`src/include/wdt_pkg.sv`:
```
// package: watchdog register map, field positions, reset values, counts
package wdt_pkg;
  localparam int ADR_W = 10;
  localparam int DAT_W = 32;
  localparam int REG_W = 8;
  localparam int CNT_W = 26;
  // register indices; byte address is four times the index
  localparam logic [7:0] IDX_CLK_CTRL  = 8'h8e;
  localparam logic [7:0] IDX_IRQ_EN    = 8'ha8;
  localparam logic [7:0] IDX_WDOG_CTRL = 8'hd8;
  localparam logic [7:0] IDX_EXT_IRQ   = 8'he8;
  localparam logic [7:0] IDX_TA_KEY    = 8'heb;
  localparam logic [7:0] IDX_EVT_STAT  = 8'hf0;
  localparam logic [7:0] IDX_EVT_CLR   = 8'hf1;
  localparam logic [7:0] IDX_EVT_EN    = 8'hf2;
  // reset values
  localparam logic [7:0] RST_CLK_CTRL  = 8'h07;
  localparam logic [7:0] RST_ZERO      = 8'h00;
  // field positions
  localparam int SEL_LSB  = 6;
  localparam int WDC_RST  = 0;
  localparam int WDC_EWT  = 1;
  localparam int WDC_WATCHDOG_RESET_CAUSE = 2;
  localparam int WDC_WATCHDOG_TIMEOUT_FLAG = 3;
  localparam int EIE_WDI  = 5;
  localparam int IE_EA    = 7;
  localparam int EV_TMO   = 0;
  localparam int EV_RST   = 1;
  localparam int EV_N     = 2;
  // timed access key bytes
  localparam logic [7:0] KEY_FIRST  = 8'haa;
  localparam logic [7:0] KEY_SECOND = 8'h55;
  // interval counts in operating clocks
  localparam int INTERVAL0 = 131072;
  localparam int INTERVAL1 = 1048576;
  localparam int INTERVAL2 = 8388608;
  localparam int INTERVAL3 = 67108864;
  // clocks from timeout flag to cpu reset
  localparam int RST_DELAY = 512;
  localparam logic [9:0] RST_DLY_LAST = 10'(RST_DELAY - 1);
  // clock rate, for reference of real-time period
  localparam int CLK_NS = 40;
  typedef enum logic [1:0] {
    TA_IDLE,
    TA_GOT_FIRST,
    TA_OPEN
  } wdt_ta_t;
endpackage

```
`src/rtl/wdt_core.sv`:
```
// watchdog timer core with classic wishbone register slave
`timescale 1ns/1ps
module wdt_core #(
  parameter int INT0 = wdt_pkg::INTERVAL0,
  parameter int INT1 = wdt_pkg::INTERVAL1,
  parameter int INT2 = wdt_pkg::INTERVAL2,
  parameter int INT3 = wdt_pkg::INTERVAL3
) (
  input  wire logic                      i_mclk,
  input  wire logic                      i_rst,
  input  wire logic                      i_wb_cyc,
  input  wire logic                      i_wb_stb,
  input  wire logic                      i_wb_we,
  input  wire logic [wdt_pkg::ADR_W-1:0] i_wb_adr,
  input  wire logic [3:0]                i_wb_sel,
  input  wire logic [wdt_pkg::DAT_W-1:0] i_wb_dat,
  output logic      [wdt_pkg::DAT_W-1:0] o_wb_dat,
  output logic                           o_wb_ack,
  output logic                           o_wdt_irq,
  output logic                           o_cpu_rst,
  output logic                           o_irq
);
  import wdt_pkg::*;

  logic             ack_q;
  logic [7:0]       rdat_q;
  logic [7:0]       clk_ctrl_q;
  logic             irq_en_q;
  logic             ext_en_q;
  logic             ewt_q;
  logic             restart_q;
  logic             flag_q;
  logic             cause_q;
  logic [CNT_W-1:0] cnt_q;
  logic             pend_q;
  logic [9:0]       dly_q;
  logic             cpu_rst_q;
  logic             wdt_irq_q;
  logic [EV_N-1:0]  stat_q;
  logic [EV_N-1:0]  ev_en_q;
  wdt_ta_t          ta_q;
  wdt_ta_t          ta_d;

  // bus decode
  wire       req      = i_wb_cyc & i_wb_stb;
  wire       wr       = req & i_wb_we & ack_q & i_wb_sel[0];
  wire [7:0] idx      = i_wb_adr[9:2];
  wire [7:0] wbyte    = i_wb_dat[7:0];
  wire       hit_ckc  = idx == IDX_CLK_CTRL;
  wire       hit_ie   = idx == IDX_IRQ_EN;
  wire       hit_wdc  = idx == IDX_WDOG_CTRL;
  wire       hit_eie  = idx == IDX_EXT_IRQ;
  wire       hit_ta   = idx == IDX_TA_KEY;
  wire       hit_st   = idx == IDX_EVT_STAT;
  wire       hit_clr  = idx == IDX_EVT_CLR;
  wire       hit_en   = idx == IDX_EVT_EN;
  wire       wr_wdc   = wr & hit_wdc;
  wire       ta_open  = ta_q == TA_OPEN;
  wire       wr_prot  = wr_wdc & ta_open;
  wire       sw_rst   = wr_prot & wbyte[WDC_RST];

  // interval select
  wire [1:0] sel = clk_ctrl_q[SEL_LSB+1:SEL_LSB];
  logic [CNT_W-1:0] last;
  always_comb begin
    case (sel)
      2'd0:    last = CNT_W'(INT0 - 1);
      2'd1:    last = CNT_W'(INT1 - 1);
      2'd2:    last = CNT_W'(INT2 - 1);
      default: last = CNT_W'(INT3 - 1);
    endcase
  end

  // one count per operating clock, tick at the last count of the interval
  wire tick    = cnt_q == last;
  wire dly_end = pend_q & (dly_q == RST_DLY_LAST);
  wire wd_rst  = dly_end & ~restart_q;

  // read mux
  logic [7:0] rd_mux;
  always_comb begin
    if (hit_ckc) begin
      rd_mux = clk_ctrl_q;
    end else if (hit_ie) begin
      rd_mux = {irq_en_q, 7'h00};
    end else if (hit_wdc) begin
      rd_mux = {4'h0, flag_q, cause_q, ewt_q, restart_q};
    end else if (hit_eie) begin
      rd_mux = {2'b00, ext_en_q, 5'h00};
    end else if (hit_st) begin
      rd_mux = {6'h00, stat_q};
    end else if (hit_en) begin
      rd_mux = {6'h00, ev_en_q};
    end else begin
      rd_mux = 8'h00; // unmapped, key and clear read zero
    end
  end

  // timed access sequencer: any bus write other than the key closes it
  always_comb begin
    ta_d = ta_q;
    if (wr) begin
      if (hit_ta && wbyte == KEY_FIRST) begin
        ta_d = TA_GOT_FIRST;
      end else if (hit_ta && wbyte == KEY_SECOND && ta_q == TA_GOT_FIRST) begin
        ta_d = TA_OPEN;
      end else begin
        ta_d = TA_IDLE;
      end
    end
  end

  // bus slave: ack one cycle after request, dropped the cycle after
  always_ff @(posedge i_mclk or posedge i_rst) begin
    if (i_rst) begin
      ack_q  <= 1'b0;
      rdat_q <= RST_ZERO;
      ta_q   <= TA_IDLE;
    end else begin
      ack_q  <= req & ~ack_q;
      rdat_q <= rd_mux;
      ta_q   <= ta_d;
    end
  end

  // plain configuration registers
  always_ff @(posedge i_mclk or posedge i_rst) begin
    if (i_rst) begin
      clk_ctrl_q <= RST_CLK_CTRL;
      irq_en_q   <= 1'b0;
      ext_en_q   <= 1'b0;
      ev_en_q    <= '0;
    end else begin
      if (wr && hit_ckc) begin
        clk_ctrl_q <= wbyte;
      end
      if (wr && hit_ie) begin
        irq_en_q <= wbyte[IE_EA];
      end
      if (wr && hit_eie) begin
        ext_en_q <= wbyte[EIE_WDI];
      end
      if (wr && hit_en) begin
        ev_en_q <= wbyte[EV_N-1:0];
      end
    end
  end

  // protected control bits; a watchdog reset leaves the enable set
  always_ff @(posedge i_mclk or posedge i_rst) begin
    if (i_rst) begin
      ewt_q     <= 1'b0;
      restart_q <= 1'b0;
    end else begin
      if (wr_prot) begin
        ewt_q <= wbyte[WDC_EWT];
      end
      restart_q <= sw_rst;
    end
  end

  // free-running counter
  always_ff @(posedge i_mclk or posedge i_rst) begin
    if (i_rst) begin
      cnt_q <= '0;
    end else if (tick || restart_q || wd_rst) begin
      cnt_q <= '0;
    end else begin
      cnt_q <= cnt_q + 1'b1;
    end
  end

  // timeout flag: set wins over a software clear in the same cycle
  always_ff @(posedge i_mclk or posedge i_rst) begin
    if (i_rst) begin
      flag_q <= 1'b0;
    end else if (tick) begin
      flag_q <= 1'b1;
    end else if (wd_rst) begin
      flag_q <= 1'b0;
    end else if (wr_wdc) begin
      flag_q <= wbyte[WDC_WATCHDOG_TIMEOUT_FLAG];
    end
  end

  // reset cause: software write of one sets no reset
  always_ff @(posedge i_mclk or posedge i_rst) begin
    if (i_rst) begin
      cause_q <= 1'b0;
    end else if (wd_rst) begin
      cause_q <= 1'b1;
    end else if (wr_wdc) begin
      cause_q <= wbyte[WDC_WATCHDOG_RESET_CAUSE];
    end
  end

  // reset delay after the flag; restart cancels it
  always_ff @(posedge i_mclk or posedge i_rst) begin
    if (i_rst) begin
      pend_q <= 1'b0;
      dly_q  <= '0;
    end else if (restart_q || wd_rst) begin
      pend_q <= 1'b0;
      dly_q  <= '0;
    end else if (tick && ewt_q) begin
      pend_q <= 1'b1;
      dly_q  <= '0;
    end else if (pend_q) begin
      dly_q  <= dly_q + 1'b1;
    end
  end

  // outputs to the cpu core, registered
  always_ff @(posedge i_mclk or posedge i_rst) begin
    if (i_rst) begin
      cpu_rst_q <= 1'b0;
      wdt_irq_q <= 1'b0;
    end else begin
      cpu_rst_q <= wd_rst;
      wdt_irq_q <= flag_q & ext_en_q & irq_en_q;
    end
  end

  // sticky event status, set wins over clear
  wire [EV_N-1:0] ev_set = {wd_rst, tick};
  wire [EV_N-1:0] ev_clr = (wr && hit_clr) ? wbyte[EV_N-1:0] : '0;
  genvar g;
  generate
    for (g = 0; g < EV_N; g++) begin : g_ev
      always_ff @(posedge i_mclk or posedge i_rst) begin
        if (i_rst) begin
          stat_q[g] <= 1'b0;
        end else if (ev_set[g]) begin
          stat_q[g] <= 1'b1;
        end else if (ev_clr[g]) begin
          stat_q[g] <= 1'b0;
        end
      end
    end
  endgenerate

  assign o_wb_ack  = ack_q;
  assign o_wb_dat  = {24'h000000, rdat_q};
  assign o_cpu_rst = cpu_rst_q;
  assign o_wdt_irq = wdt_irq_q;
  assign o_irq     = |(stat_q & ev_en_q);

  // helper: clocks since the flag was raised while a reset is pending
  logic [9:0] age_q;
  always_ff @(posedge i_mclk or posedge i_rst) begin
    if (i_rst) begin
      age_q <= '0;
    end else if (tick) begin
      age_q <= '0;
    end else if (age_q != 10'h3ff) begin
      age_q <= age_q + 1'b1;
    end
  end

  property p_free_run;
    @(posedge i_mclk) disable iff (i_rst)
    (tick && !ewt_q && !ext_en_q) |=> flag_q;
  endproperty
  a_free_run: assert property (p_free_run)
    else $error("flag not set on timeout");
  property p_interval;
    @(posedge i_mclk) disable iff (i_rst)
    (sel == 2'd0 && cnt_q == CNT_W'(INT0 - 1)) ||
    (sel == 2'd3 && cnt_q == CNT_W'(INT3 - 1)) |-> tick;
  endproperty
  a_interval: assert property (p_interval)
    else $error("timeout at wrong count");
  property p_restart;
    @(posedge i_mclk) disable iff (i_rst)
    sw_rst |=> restart_q ##1 (cnt_q == '0);
  endproperty
  a_restart: assert property (p_restart)
    else $error("restart did not clear count");
  property p_flag_hold;
    @(posedge i_mclk) disable iff (i_rst)
    (flag_q && !wd_rst && !(wr_wdc && !wbyte[WDC_WATCHDOG_TIMEOUT_FLAG])) |=> flag_q;
  endproperty
  a_flag_hold: assert property (p_flag_hold)
    else $error("flag lost without clear");
  property p_cpu_irq;
    @(posedge i_mclk) disable iff (i_rst)
    o_wdt_irq |-> $past(flag_q) && $past(ext_en_q) && $past(irq_en_q);
  endproperty
  a_cpu_irq: assert property (p_cpu_irq)
    else $error("irq without enables");
  property p_rst_delay;
    @(posedge i_mclk) disable iff (i_rst)
    o_cpu_rst |-> ($past(age_q) == RST_DLY_LAST) && $past(ewt_q);
  endproperty
  a_rst_delay: assert property (p_rst_delay)
    else $error("cpu reset at wrong time");

  property p_self_clear;
    @(posedge i_mclk) disable iff (i_rst)
    restart_q |=> !restart_q;
  endproperty
  a_self_clear: assert property (p_self_clear)
    else $error("restart bit stuck");
  property p_cause;
    @(posedge i_mclk) disable iff (i_rst)
    o_cpu_rst |-> cause_q && !flag_q;
  endproperty
  a_cause: assert property (p_cause)
    else $error("cause not set on reset");

  property p_rst_restart;
    @(posedge i_mclk) disable iff (i_rst)
    o_cpu_rst |-> (cnt_q == '0) && (ewt_q == $past(ewt_q));
  endproperty
  a_rst_restart: assert property (p_rst_restart)
    else $error("watchdog not restarted");

  property p_protect;
    @(posedge i_mclk) disable iff (i_rst)
    (wr_wdc && !ta_open) |=> (ewt_q == $past(ewt_q)) && !restart_q;
  endproperty
  a_protect: assert property (p_protect)
    else $error("protected write without key");
endmodule

```
`config.mk`:
```
export PLATFORM = sky130hd
export DESIGN_NAME = wdt_core
export DESIGN_NICKNAME = d
export VERILOG_FILES = /design/src/include/wdt_pkg.sv /design/src/rtl/wdt_core.sv
export SDC_FILE = /design/constraint.sdc
export NUM_CORES = 1
export LEC_CHECK = 0
export ABC_AREA = 1
export BUFFER_PORTS_ARGS = -buffer_cell sky130_fd_sc_hd__buf_4
export CAP_MARGIN = 20
export CORE_ASPECT_RATIO = 1.5
export CORE_UTILIZATION = 40
export CTS_CLUSTER_SIZE = 30
export DETAILED_ROUTE_END_ITERATION = 8
export SYNTH_ARGS = -nofsm -noshare
export SYNTH_HDL_FRONTEND = slang
export SYNTH_SLANG_ARGS = --single-unit
```
`constraint.sdc`:
```
create_clock -name i_mclk -period 4.2 [get_ports i_mclk]
set_input_delay 0.84 -clock i_mclk [delete_from_list [all_inputs] [get_ports i_mclk]]
set_output_delay 0.84 -clock i_mclk [all_outputs]
set_load 0.02 [all_outputs]
```
; Word level (Yosys, flattened, before mapping)
; Cells that the tools add are included.
; W data, S select, Z words.
[totals]
inputBits = 51
out_inout_bits = 36
reg_bits = 68
word_cells = 96
[classes]
reduce_logical = 20
muxes = 25
n_addsub = 2
n_eq_ne = 16
bitwise_logic = 15
[ops]
columns = op, n
row1 = $pmux W26 S3, 1
row2 = $eq A8 B8 Y1 const B, 9
row3 = $mux W10, 3
row4 = $add A26 B1 Y26 const B, 1
row5 = $eq A26 B26 Y1, 1
row6 = $mux W26, 1
row7 = $mux W8, 2
row8 = $and A1 B1 Y1, 12
row9 = $mux W6, 2
row10 = $mux W1, 11
row11 = $add A10 B1 Y10 const B, 1
row12 = $eq A10 B9 Y1 const B, 1
row13 = $mux W2, 5
row14 = $logic_and A1 B1 Y1, 9
row15 = $eq A8 B7 Y1 const B, 1
row16 = $reduce_bool A2 Y1, 4
row17 = $reduce_bool A3 Y1, 2
row18 = $eq A2 B1 Y1 const B, 2
row19 = $eq A2 B2 Y1 const B, 2
row20 = $logic_or A1 B1 Y1, 3
row21 = $and A2 B2 Y2, 1
row22 = $logic_not A2 Y1, 1
row23 = $not A1 Y1, 2
row24 = $reduce_or A2 Y1, 1

; Logic depth before layout (Yosys ltp)
; Gate-level depths: netlist of the first run.
[logic_depth]
ltp_word = 8
ltp_mapped = 11
depth_no_buf = 11

; Worst setup path after synthesis of the first run
; No wires, ideal clock.
[synth_timing]
kind = input port to flip-flop
startpoint = in i_wb_adr[3] (netlist name)
endpoint = reg clk_ctrl_q[1]
slack_ns = 2.350
t_required_ns = 4.121
setup_ns = 0.079
path_buffers = 1
cell_stages = 7
arrival_ns = 1.771
cell_sequence = inv_1 nor4_1 nand2_1 inv_2 nand2_1 buf_6 o21ai_0
[synth_between]
elab_chain_cells = 2
[synth_rtl]
columns = element, line_no
row1 = from (decl), wdt_core.sv:14  ; input wire logic [wdt_pkg::ADR_W-1:0] i_wb_adr,
row2 = $eq A8 B8 Y1, wdt_core.sv:49  ; wire hit_ckc = idx == IDX_CLK_CTRL;
row3 = $logic_and A1 B1 Y1, wdt_core.sv:134  ; if (wr && hit_ckc) begin
row4 = to (signal assigned), wdt_core.sv:135  ; clk_ctrl_q <= wbyte;
row5 = to (decl), wdt_core.sv:27  ; logic [7:0] clk_ctrl_q;
; Every way passes these cells.
; A chain may end at the register's enable or synchronous reset.

; Final worst setup path of the first run
[layout_timing]
startpoint = reg dly_q[0]
endpoint = reg cnt_q[24]
[layout_between]
elab_chain_cells = 5
[layout_rtl]
columns = element, line_no
row1 = from (decl), wdt_core.sv:36  ; logic [9:0] dly_q;
row2 = from (signal assigned), wdt_core.sv:209  ; dly_q <= dly_q + 1'b1;
row3 = $eq A10 B9 Y1, wdt_core.sv:76  ; wire dly_end = pend_q & (dly_q == RST_DLY_LAST);
row4 = $and A1 B1 Y1, wdt_core.sv:76
row5 = $and A1 B1 Y1, wdt_core.sv:77  ; wire wd_rst = dly_end & ~restart_q;
row6 = $logic_or A1 B1 Y1, wdt_core.sv:166  ; end else if (tick || restart_q || wd_rst) begin
row7 = $mux W26, wdt_core.sv:166
row8 = to (signal assigned), wdt_core.sv:169  ; cnt_q <= cnt_q + 1'b1;
row9 = to (decl), wdt_core.sv:34  ; logic [CNT_W-1:0] cnt_q;
; Every way passes these cells.

==> summary.md, run 1 <==
Synthesis instantiated 32 different standard cells from the library. The total core area was 9310 µm²; the part of the total power dissipated in the clock network was 50.7%. The total overflow reported by the global router is 0, and the worst path arrival time is 2.64 ns. For the CTS sink count, the log shows 68.

The critical path starts at dly_q[0]. Yosys mapped a number of flops with a built-in enable equal to 0. At the end of the flow the core is filled with cells to 47.1%. At the end of routability-driven placement, the weighted congestion stood at 0.882. In the final layout, the share of cells above drive strength 1 is 12.0%.

Setup violations remaining at the end of the flow were counted as 0. After synthesis, the mean cell area works out to 7.81 µm². Max-slew violation count: 0. The startpoint identified for the worst register-to-register timing path is dly_q[0]. The element type at the critical path start was a flop.

The number of antenna diodes in the final layout is 0. The number of buffers and inverters on the critical path is 0. The logs give 4.5% for the fraction of power consumed by combinational cells and 8520 µm for the final wirelength.

In this run the number of H-tree levels came out at 3. Entering global routing, the biggest net connects 41 pins. The tools report the root cell of the clock tree as sky130_fd_sc_hd__clkbuf_16. Actual slew at the worst max-slew pin: 0.956 ns. After detailed routing, the number of vias per cell comes to 5.06. Clock-pin slew was measured on the worst setup and hold paths at 0.05 ns.

For the internal power of the cells, the log shows 1150 µW. The flip-flop cell with the highest count after synthesis is sky130_fd_sc_hd__dfrtp_1. The async set-or-reset flop fraction in the synthesized netlist is 100%. Derived from the worst setup path, the maximum achievable clock frequency is 417 MHz. The total of buffers placed on input and output ports is 33. The tools report the total placed cells including tap cells as 630. After the first detailed-routing iteration, the DRC count stood at 146. IR analysis of the VDD net gives a maximum drop of 0.189 mV. The die is 82.1 µm wide. Global routing consumed, over all layers together, 19.3% of the routing resources. For this run, design rule violations remaining after detail routing come to 0.

In this run the static leakage power is 0.00216 µW. The floorplan step set the die height to 122 µm. The via count of the first global-routing pass was 3250. Sequential cells were found to cover 44.3% of the synthesized design area. The cell count after synthesis came out at 493. The floorplan step defined a die boundary enclosing 10000 µm². The number of maximum-capacitance constraint violations was 0; the net switching power figure was 317 µW. The number of antenna violations at the first check in global routing is 0. During I/O placement, the number of pins put on the boundary was 87.

In this design, the critical path's most frequently occurring cell is sky130_fd_sc_hd__nor2_1. Total number of yosys warnings: 0. For the first-pass GRT wire length, the log shows 14400 µm. The first TritonRoute pass finished after 4 iterations. The share of total power dissipated in sequential elements is 44.9%. Starting density of the core: 41.4%. Headroom to the max-slew limit came out at 36.0%.

The number of flip-flops and latches in the synthesized netlist is 68. Dividing the detail-routed wire length by the instance count gives 13.2 µm. The final hold violation count was 0. The clock reaches the later pin of the worst-skew pair after 0.33 ns. The slowest stage of the critical path belongs to the cell sky130_fd_sc_hd__nor2_1. TritonCTS built the clock tree.

The maximum fanout encountered on the critical timing path is 26, and the required arrival time at the worst endpoint is 4.44 ns. The number of nets in the layout came out at 582. Buffers inserted to repair hold after CTS numbered 0. On the worst path, the slowest cell contributes a delay of 0.72 ns. The worst path needs 2.40 ns of the cycle, external delays included.

For the number of placement rows, the log shows 43. The critical path endpoint category is a flop. On the final layout, the worst clock skew is 0.00527 ns.

Buffers added to address setup during post-CTS repair amount to 0. After clock tree synthesis, the repair step resized 0 gates. In this run the worst hold path is classified as reg2reg. The flow ran to the end, and the final reports show no timing, DRC or antenna violations. The cell family contributing the most delay on the critical path is simple AND/OR/NAND/NOR gates. Net switching is 21.6% of the power. Adding up every negative setup slack in the final design gives 0 ns. The power density relative to cell area came out at 335 nW/µm². The longest clock path from root to sink contains 2 buffers. Summing every instance area after synthesis gives 3850 µm².

The worst min-delay path startpoint is o_wb_ack. Setup repair after global routing left no endpoint under its margin. The signal on the critical path passes through ha_1, nand2_1, nor2_1, nand2_1, nor2_1, nor2_1, nand2_4, nor3_1. Once layout is complete, the cells apart from fillers number 646.

HPWL reported at the end of detailed placement: 6470 µm. The worst setup path is of the reg2reg kind. TritonCTS created 9 clock buffers. From synthesis to final layout, the design area changed by 13.8%.

Final antenna-violating net count: 0. The via count of the routed design was 3270; the final period utilization was 57.1%.
[synthesized netlist by cell type (all sizes together), types with 3 or more instances]
library cell	n	area share, %
xor2	24	5.5
nand4	24	3.9
dfrtp	65	42
dfstp	3	2.0
nor3b	3	0.58
xnor2	5	1.1
nand3	34	4.5
buf	31	6.3
nor3	20	2.6
a22o	3	0.68
nor2	80	8.4
nor4	3	0.49
o21ai	22	2.9
nand2	104	11
inv	61	5.9
[stage by stage]
step	setup slack, ns	hold slack (ns)	area (µm²)	power (µW)
finish	1.80	0.458	4380	1470
CTS	1.83	0.459	4380	1480
floorplan	1.65	0.450	3940	725
detailed placement	1.78	0.449	4090	736
global route	1.57	0.478	4380	1520
global placement	1.81	0.452	4090	735
[area by class of cell]
class | count | area [µm²]
inverters | 61 | 229
clock buffers | 12 | 246
repair buffers | 34 | 255
multi-input cells | 355 | 1760
flip-flops and latches | 68 | 1710
well taps | 112 | 140
fillers | 923 | 4930
clock inverters | 4 | 48.8
[registers in the layout, summed over array words and instances, names as in the netlist, 2 cells and up]
signal	count
ta_q	2
cnt_q	26
stat_q	2
ev_en_q	2
dly_q	10
clk_ctrl_q	8
rdat_q	8
[per-layer routing]
layer | track usage [%] | wire length, µm | share of wire, %
met5 | 0 | 0 | 0
met4 | 12.9 | 433 | 5.1
met3 | 3.75 | 291 | 3.4
met2 | 33.9 | 4530 | 53
met1 | 20.1 | 3260 | 38
[power by group through the flow]
stage | registers (µW) | clock network, µW | logic [µW]
after detailed placement | 669 | 0 | 66.9
after floorplan | 670 | 0 | 55.7
after global placement | 669 | 0 | 66.1
after global routing | 657 | 793 | 75.2
after CTS | 657 | 758 | 66.9
final | 658 | 743 | 65.7
[worst paths after layout]
path / endpoint / slack (ns) / cells past startpoint
worst max-delay path: cnt_q[24] / 1.80 / 8
worst min-delay path: o_wb_ack / 0.46 / 1
worst max register to register: cnt_q[24] / 1.80 / 8
worst min register to register: o_wb_ack / 0.46 / 1
max in group asynchronous: clk_ctrl_q[2] / 2.60 / 3
min in group asynchronous: o_cpu_rst / 0.69 / 2
[worst reg2reg max path: stages, from the launching register on]
cell                      delay (ns)
sky130_fd_sc_hd__dfrtp_1        0.42
sky130_fd_sc_hd__ha_1           0.23
sky130_fd_sc_hd__nand2_1        0.08
sky130_fd_sc_hd__nor2_1         0.06
sky130_fd_sc_hd__nand2_1        0.10
sky130_fd_sc_hd__nor2_1         0.06
sky130_fd_sc_hd__nor2_1         0.72
sky130_fd_sc_hd__nand2_4        0.36
sky130_fd_sc_hd__nor3_1         0.28
[cells in the final DEF, fill, tap and decap left out, types with 2 or more instances in the layout]
master,Yosys,routed
sky130_fd_sc_hd__nand2_1,99,99
sky130_fd_sc_hd__nor2_1,77,77
sky130_fd_sc_hd__dfrtp_1,65,65
sky130_fd_sc_hd__inv_1,58,57
sky130_fd_sc_hd__buf_4,25,34
sky130_fd_sc_hd__nand3_1,33,33
sky130_fd_sc_hd__xor2_1,24,24
sky130_fd_sc_hd__nand4_1,24,24
sky130_fd_sc_hd__conb_1,1,24
sky130_fd_sc_hd__o21ai_0,21,21
sky130_fd_sc_hd__nor3_1,20,20
sky130_fd_sc_hd__clkbuf_16,0,9
sky130_fd_sc_hd__xnor2_1,5,5
sky130_fd_sc_hd__inv_2,3,4
sky130_fd_sc_hd__nand2_2,4,4
sky130_fd_sc_hd__nor2_4,3,3
sky130_fd_sc_hd__nor4_1,3,3
sky130_fd_sc_hd__nor3b_1,3,3
sky130_fd_sc_hd__a22o_1,3,3
sky130_fd_sc_hd__dfstp_2,3,3
sky130_fd_sc_hd__o41ai_1,2,2
sky130_fd_sc_hd__ha_1,2,2
sky130_fd_sc_hd__clkbuf_1,1,2
sky130_fd_sc_hd__clkinv_2,0,2
[kinds of logic (layout without fill, tap and decap cells)]
kind of cell               Yosys count  in the layout  synth area share, %
and+or+nand+nor                    269            269                 31.3
xor gates and xnor gates            29             29                 6.60
DFF                                 68             68                 44.3
buffers and inverters               93            111                 12.3
AOI/OAI and AO/OA                   31             31                 4.74
other                                1             24               0.0974
adders and majority gates            2              2                0.650
(Power assumes the default switching activity.)
==> run 2: changes to the inputs <==
--- a/config.mk
+++ b/config.mk
@@ -5,7 +5,7 @@
 export SDC_FILE = /design/constraint.sdc
 export NUM_CORES = 1
 export LEC_CHECK = 0
-export ABC_AREA = 1
+export ABC_AREA = 0
 export BUFFER_PORTS_ARGS = -buffer_cell sky130_fd_sc_hd__buf_4
 export CAP_MARGIN = 20
 export CORE_ASPECT_RATIO = 1.5
==> constraint.sdc (replaced) <==
create_clock -name i_mclk -period 2.2 [get_ports i_mclk]
set_input_delay 0.44 -clock i_mclk [delete_from_list [all_inputs] [get_ports i_mclk]]
set_output_delay 0.44 -clock i_mclk [all_outputs]
set_load 0.02 [all_outputs]
==> run 2 against run 1 <==
Effect of this change: non-clock buffer count is 27 higher; die area is 6.7% lower; global-route usage is 0.52 points lower; largest power group unchanged; critical path type unchanged; clock power is 140% higher.
==> summary.md, run 2 <==
The first-pass GRT wire length was 13400 µm (was 14400 µm); the number of gates resized after cts was 0 (unchanged). Post-synth top cells: sky130_fd_sc_hd__dfrtp_1 (65), sky130_fd_sc_hd__buf_4 (24), sky130_fd_sc_hd__nor3_1 (23) (was sky130_fd_sc_hd__nand2_1 (99), sky130_fd_sc_hd__nor2_1 (77), sky130_fd_sc_hd__dfrtp_1 (65)). The root cell of the clock tree is sky130_fd_sc_hd__clkbuf_16 (unchanged). The post-synthesis share of cell area spent on and, or, nand and nor gates works out to 21.1% (was 31.3%). Maximum fanout encountered on the critical timing path: 12 (was 26).

The top cell type's share of synthesized area was 45.3% (was 42.2%); the number of nets in the layout was 460 (was 582). The final setup slack of the worst path came out at 0.0995 ns (was 1.80 ns). For the global-route met2 utilization, the log shows 33.2% (was 33.9%). The number of flops mapped to enable cells by yosys is 0 (unchanged).

First-pass iteration count of the detailed router: 4 (unchanged). The flow ran to the end, and the final reports show no timing, DRC or antenna violations. Number of top-level design ports: 87 (unchanged). The total number of yosys warnings was 0 (unchanged). The run gives 2897 (was 3250) as the via count of the first global-routing pass. Largest registers: cnt_q: 26 flops, dly_q: 10 flops (unchanged). The worst slew margin relative to its limit came out at 63.9% (was 36.0%).

The number of flip-flops in the largest register was 26 (unchanged). The run gives 0 (unchanged) as the max-slew violation count. For the maximum number of pins on one net before global-route repair, the log shows 69 (was 41).

The run gives 805 (was 923) as the fill cell total of the finished layout. Setup repair after global routing left no endpoint under its margin. The register ranked first by flip-flop count is cnt_q (unchanged). The area share of xor/xnor cells in the synthesized design is 4.39% (was 6.60%). The cts-stage hold buffer count was 0 (unchanged). The total placed cells including tap cells was 506 (was 630). Share of synthesized area occupied by flip-flops and latches: 47.5% (was 44.3%).

The count of unique library cells instantiated by Yosys came out at 52 (was 32). The count of final setup violators was 0 (unchanged); the minimum clock period after layout was 2.10 ns (was 2.40 ns). The element type at the critical path start is a flop (unchanged). The complex-gate fraction of the synthesized area is 12.6% (was 4.74%).

The post-synthesis to final-layout area growth was 23.5% (was 13.8%). Critical path launch point: cnt_q[1] (was dly_q[0]). The tools report the number of instances in the synthesized netlist as 350 (was 493). The number of setup buffers added after CTS was 0 (unchanged); the die area was 9360 µm² (was 10000 µm²). The most common cell in the synthesized netlist is sky130_fd_sc_hd__dfrtp_1 (was sky130_fd_sc_hd__nand2_1). The final period utilization was 95.5% (was 57.1%). The total core area is 8780 µm² (was 9310 µm²). The startpoint-to-endpoint class of the critical path was reg2reg (unchanged). The run gives 0 (unchanged) as the total overflow reported by the global router. The run gives 2867 (was 3270) as the via count of the routed design.

The DRC violation total after the first TritonRoute iteration is 102 (was 146), and the worst path arrival time is 2.36 ns (was 2.64 ns). The total of buffers placed on input and output ports is 33 (unchanged). Routing layer with the top usage in global route: met2 (unchanged). For the maximum clock insertion buffer count, the log shows 2 (unchanged).

The combinational family with the most area after synthesis is simple AND/OR/NAND/NOR gates (unchanged). The logs give 0.438 mV (was 0.189 mV) for the peak supply drop and 0 (unchanged) for the DRC violation count after routing. The adder-cell share of the synthesized area is 0.698% (was 0.650%).

The most common library cell in the layout ignoring fill and taps was sky130_fd_sc_hd__dfrtp_1 (was sky130_fd_sc_hd__nand2_1). The run gives 0 (unchanged) as the number of inserted diodes. The total chip power came out at 3150 µW (was 1470 µW). TritonCTS built the clock tree. The final setup skew is 0.00681 ns (was 0.00527 ns), and the number of flip-flops and latches in the synthesized netlist is 68 (unchanged).

The highest clock rate is 476 MHz (was 417 MHz), and the weighted congestion reported at the end of routability-driven placement is 0.777 (was 0.882). The async set-or-reset flop fraction in the synthesized netlist works out to 100% (unchanged). The number of clock buffers inserted by TritonCTS came out at 9 (unchanged).

The tools report the final antenna-violating net count as 0 (unchanged). The flip-flop cell with the highest count after synthesis is sky130_fd_sc_hd__dfrtp_1 (unchanged). The clock-pin slew reported for the worst setup and hold paths after clock tree synthesis works out to 0.06 ns (was 0.05 ns). The tools report the starting density of the core as 40.9% (was 41.4%). The tools report the number of placement rows as 42 (was 43). The fraction of layout instances using a drive strength above 1 is 25.0% (was 12.0%), and the HPWL reported at the end of detailed placement is 5620 µm (was 6470 µm). The tools report the register-to-register setup slack as 0.1 ns (was 1.80 ns). The actual slew at the worst max-slew pin came out at 0.534 ns (was 0.956 ns). The die span in y is 118 µm (was 122 µm), and the netlist area before placement is 3590 µm² (was 3850 µm²). The run gives 2.46 ns (was 4.44 ns) as the required arrival time at the worst endpoint. Largest cells by area after synthesis: sky130_fd_sc_hd__dfrtp_1 (45%), sky130_fd_sc_hd__buf_4 (5.0%), sky130_fd_sc_hd__a211oi_1 (4.2%) (was sky130_fd_sc_hd__dfrtp_1 (42%), sky130_fd_sc_hd__nand2_1 (9.6%), sky130_fd_sc_hd__nor2_1 (7.5%)). For the number of maximum-capacitance constraint violations, the log shows 0 (unchanged). The vias per cell is 5.49 (was 5.06). The x dimension of the die was 79.3 µm (was 82.1 µm). The number of standard cells in the layout, taps in and fillers out was 522 (was 646); the power density relative to cell area was 710 nW/µm² (was 335 nW/µm²). The CTS sink count was 68 (unchanged). Top library cells by usage in the layout, fill and taps aside: sky130_fd_sc_hd__dfrtp_1 (65), sky130_fd_sc_hd__buf_4 (59), sky130_fd_sc_hd__conb_1 (24), sky130_fd_sc_hd__nor3_1 (23), sky130_fd_sc_hd__nand2_1 (22) (was sky130_fd_sc_hd__nand2_1 (99), sky130_fd_sc_hd__nor2_1 (77), sky130_fd_sc_hd__dfrtp_1 (65), sky130_fd_sc_hd__inv_1 (57), sky130_fd_sc_hd__buf_4 (34)). The tools report the clock latency of the later-clocked register in the worst-skew pair as 0.34 ns (was 0.33 ns).

The mean instance size in the synthesized netlist was 10.2 µm² (was 7.81 µm²). The final hold violation count came out at 0 (unchanged). The kind of path behind the tightest hold check is in2async (was reg2reg).

The library cell occupying the most area in the post-synthesis netlist was sky130_fd_sc_hd__dfrtp_1 (unchanged). Worst-case setup slack after placement: -0.176 ns (was 1.78 ns). The number of antenna violations at the first check in global routing was 0 (unchanged); the average wire length per cell after detail routing was 15.1 µm (was 13.2 µm). The core occupancy in the finished layout is 50.5% (was 47.1%). The tools report the count of H-tree levels built during CTS as 3 (unchanged).

The worst flop-to-flop path startpoint was cnt_q[1] (was dly_q[0]). The run gives 7890 µm (was 8520 µm) as the final wirelength. The run gives 4.50% (was 3.75%) as the met3 track utilization from global routing. The run gives 20.1% (about the same) as the met1 track utilization from global routing. The critical path endpoint category was a flop (unchanged). For the reported leakage power, the log shows 0.00191 µW (was 0.00216 µW). Total global-route track usage: 18.8% (was 19.3%). Multiplexer fraction of the synthesized cell area: 5.48% (was 0%).
==> run 2: cell count changes in the layout (fill, tap and decap cells not counted), sizes merged, moves of 6 or more <==
| cell | previous run | this run |
|---|---|---|
| o31ai | 0 | 8 |
| or4 | 0 | 11 |
| nand2 | 104 | 22 |
| nor2 | 80 | 10 |
| mux2 | 0 | 13 |
| nand4 | 24 | 6 |
| a211oi | 0 | 20 |
| o21ai | 22 | 13 |
| or3 | 0 | 6 |
| nand3 | 34 | 14 |
| buf | 34 | 61 |
| inv | 61 | 12 |
| xnor2 | 5 | 14 |
| xor2 | 24 | 4 |
==> run 2: cells by family after synthesis <==
logic type      count (synthesis)
simple gates                  129
flops                          68
compound gates                 64
buf+inv                        50
xor+xnor                       18
mux                            18
fa+ha+maj                       2
other cells                     1
==> run 2: final cells by class <==
class	instances	area [µm²]	area share [%]
sequential	68	1710	38.5
multi-input combinational	255	1700	38.3
timing repair buffer	61	483	10.9
clock buffer	9	225	5.08
clock inverter	7	139	3.13
tap	110	138	3.11
inverter	12	45.0	1.02
==> run 2: worst paths after layout <==
check,end,cells past startpoint
worst max-delay path,cnt_q[24],6
min in group i_mclk,irq_en_q,2
worst min register to register,o_wb_ack,1
worst min-delay path,rdat_q[6],3
worst max register to register,cnt_q[24],6
max in group asynchronous,clk_ctrl_q[1],3
==> run 2: metrics by stage <==
| step | cell area (µm²) | setup TNS (ns) | hold WS (ns) |
|---|---|---|---|
| 6_report | 4430 | 0 | 0.168 |
| 5_1_grt | 4430 | 0 | 0.222 |
| 4_1_cts | 4420 | 0 | 0.180 |
| 3_5_place_dp | 4060 | -0.176 | 0.454 |
| 3_3_place_gp | 4060 | -0.120 | 0.449 |
| 2_1_floorplan | 3670 | 0 | 0.443 |
==> run 2: where the power goes <==
part	internal (µW)	switching (µW)	leakage [µW]	total, µW
sequential	1250	1.33	0.000903	1260
combinational	47.5	91.8	0.000830	139
clock	1220	533	0.000179	1750
total	2520	626	0.00191	3150
==> run 2: metal layers <==
metal,share of wire [%],routed length [µm]
met2,54,4230
met4,3.0,235
met1,39,3060
met3,4.6,361
met5,0,0
==> run 2: worst max-delay path: stages, from the launching register on <==
cell                      delay, ns
sky130_fd_sc_hd__dfrtp_1       0.36
sky130_fd_sc_hd__ha_1          0.19
sky130_fd_sc_hd__nand2_1       0.08
sky130_fd_sc_hd__or4_4         0.54
sky130_fd_sc_hd__buf_4         0.19
sky130_fd_sc_hd__or4_1         0.50
sky130_fd_sc_hd__a21oi_1       0.16
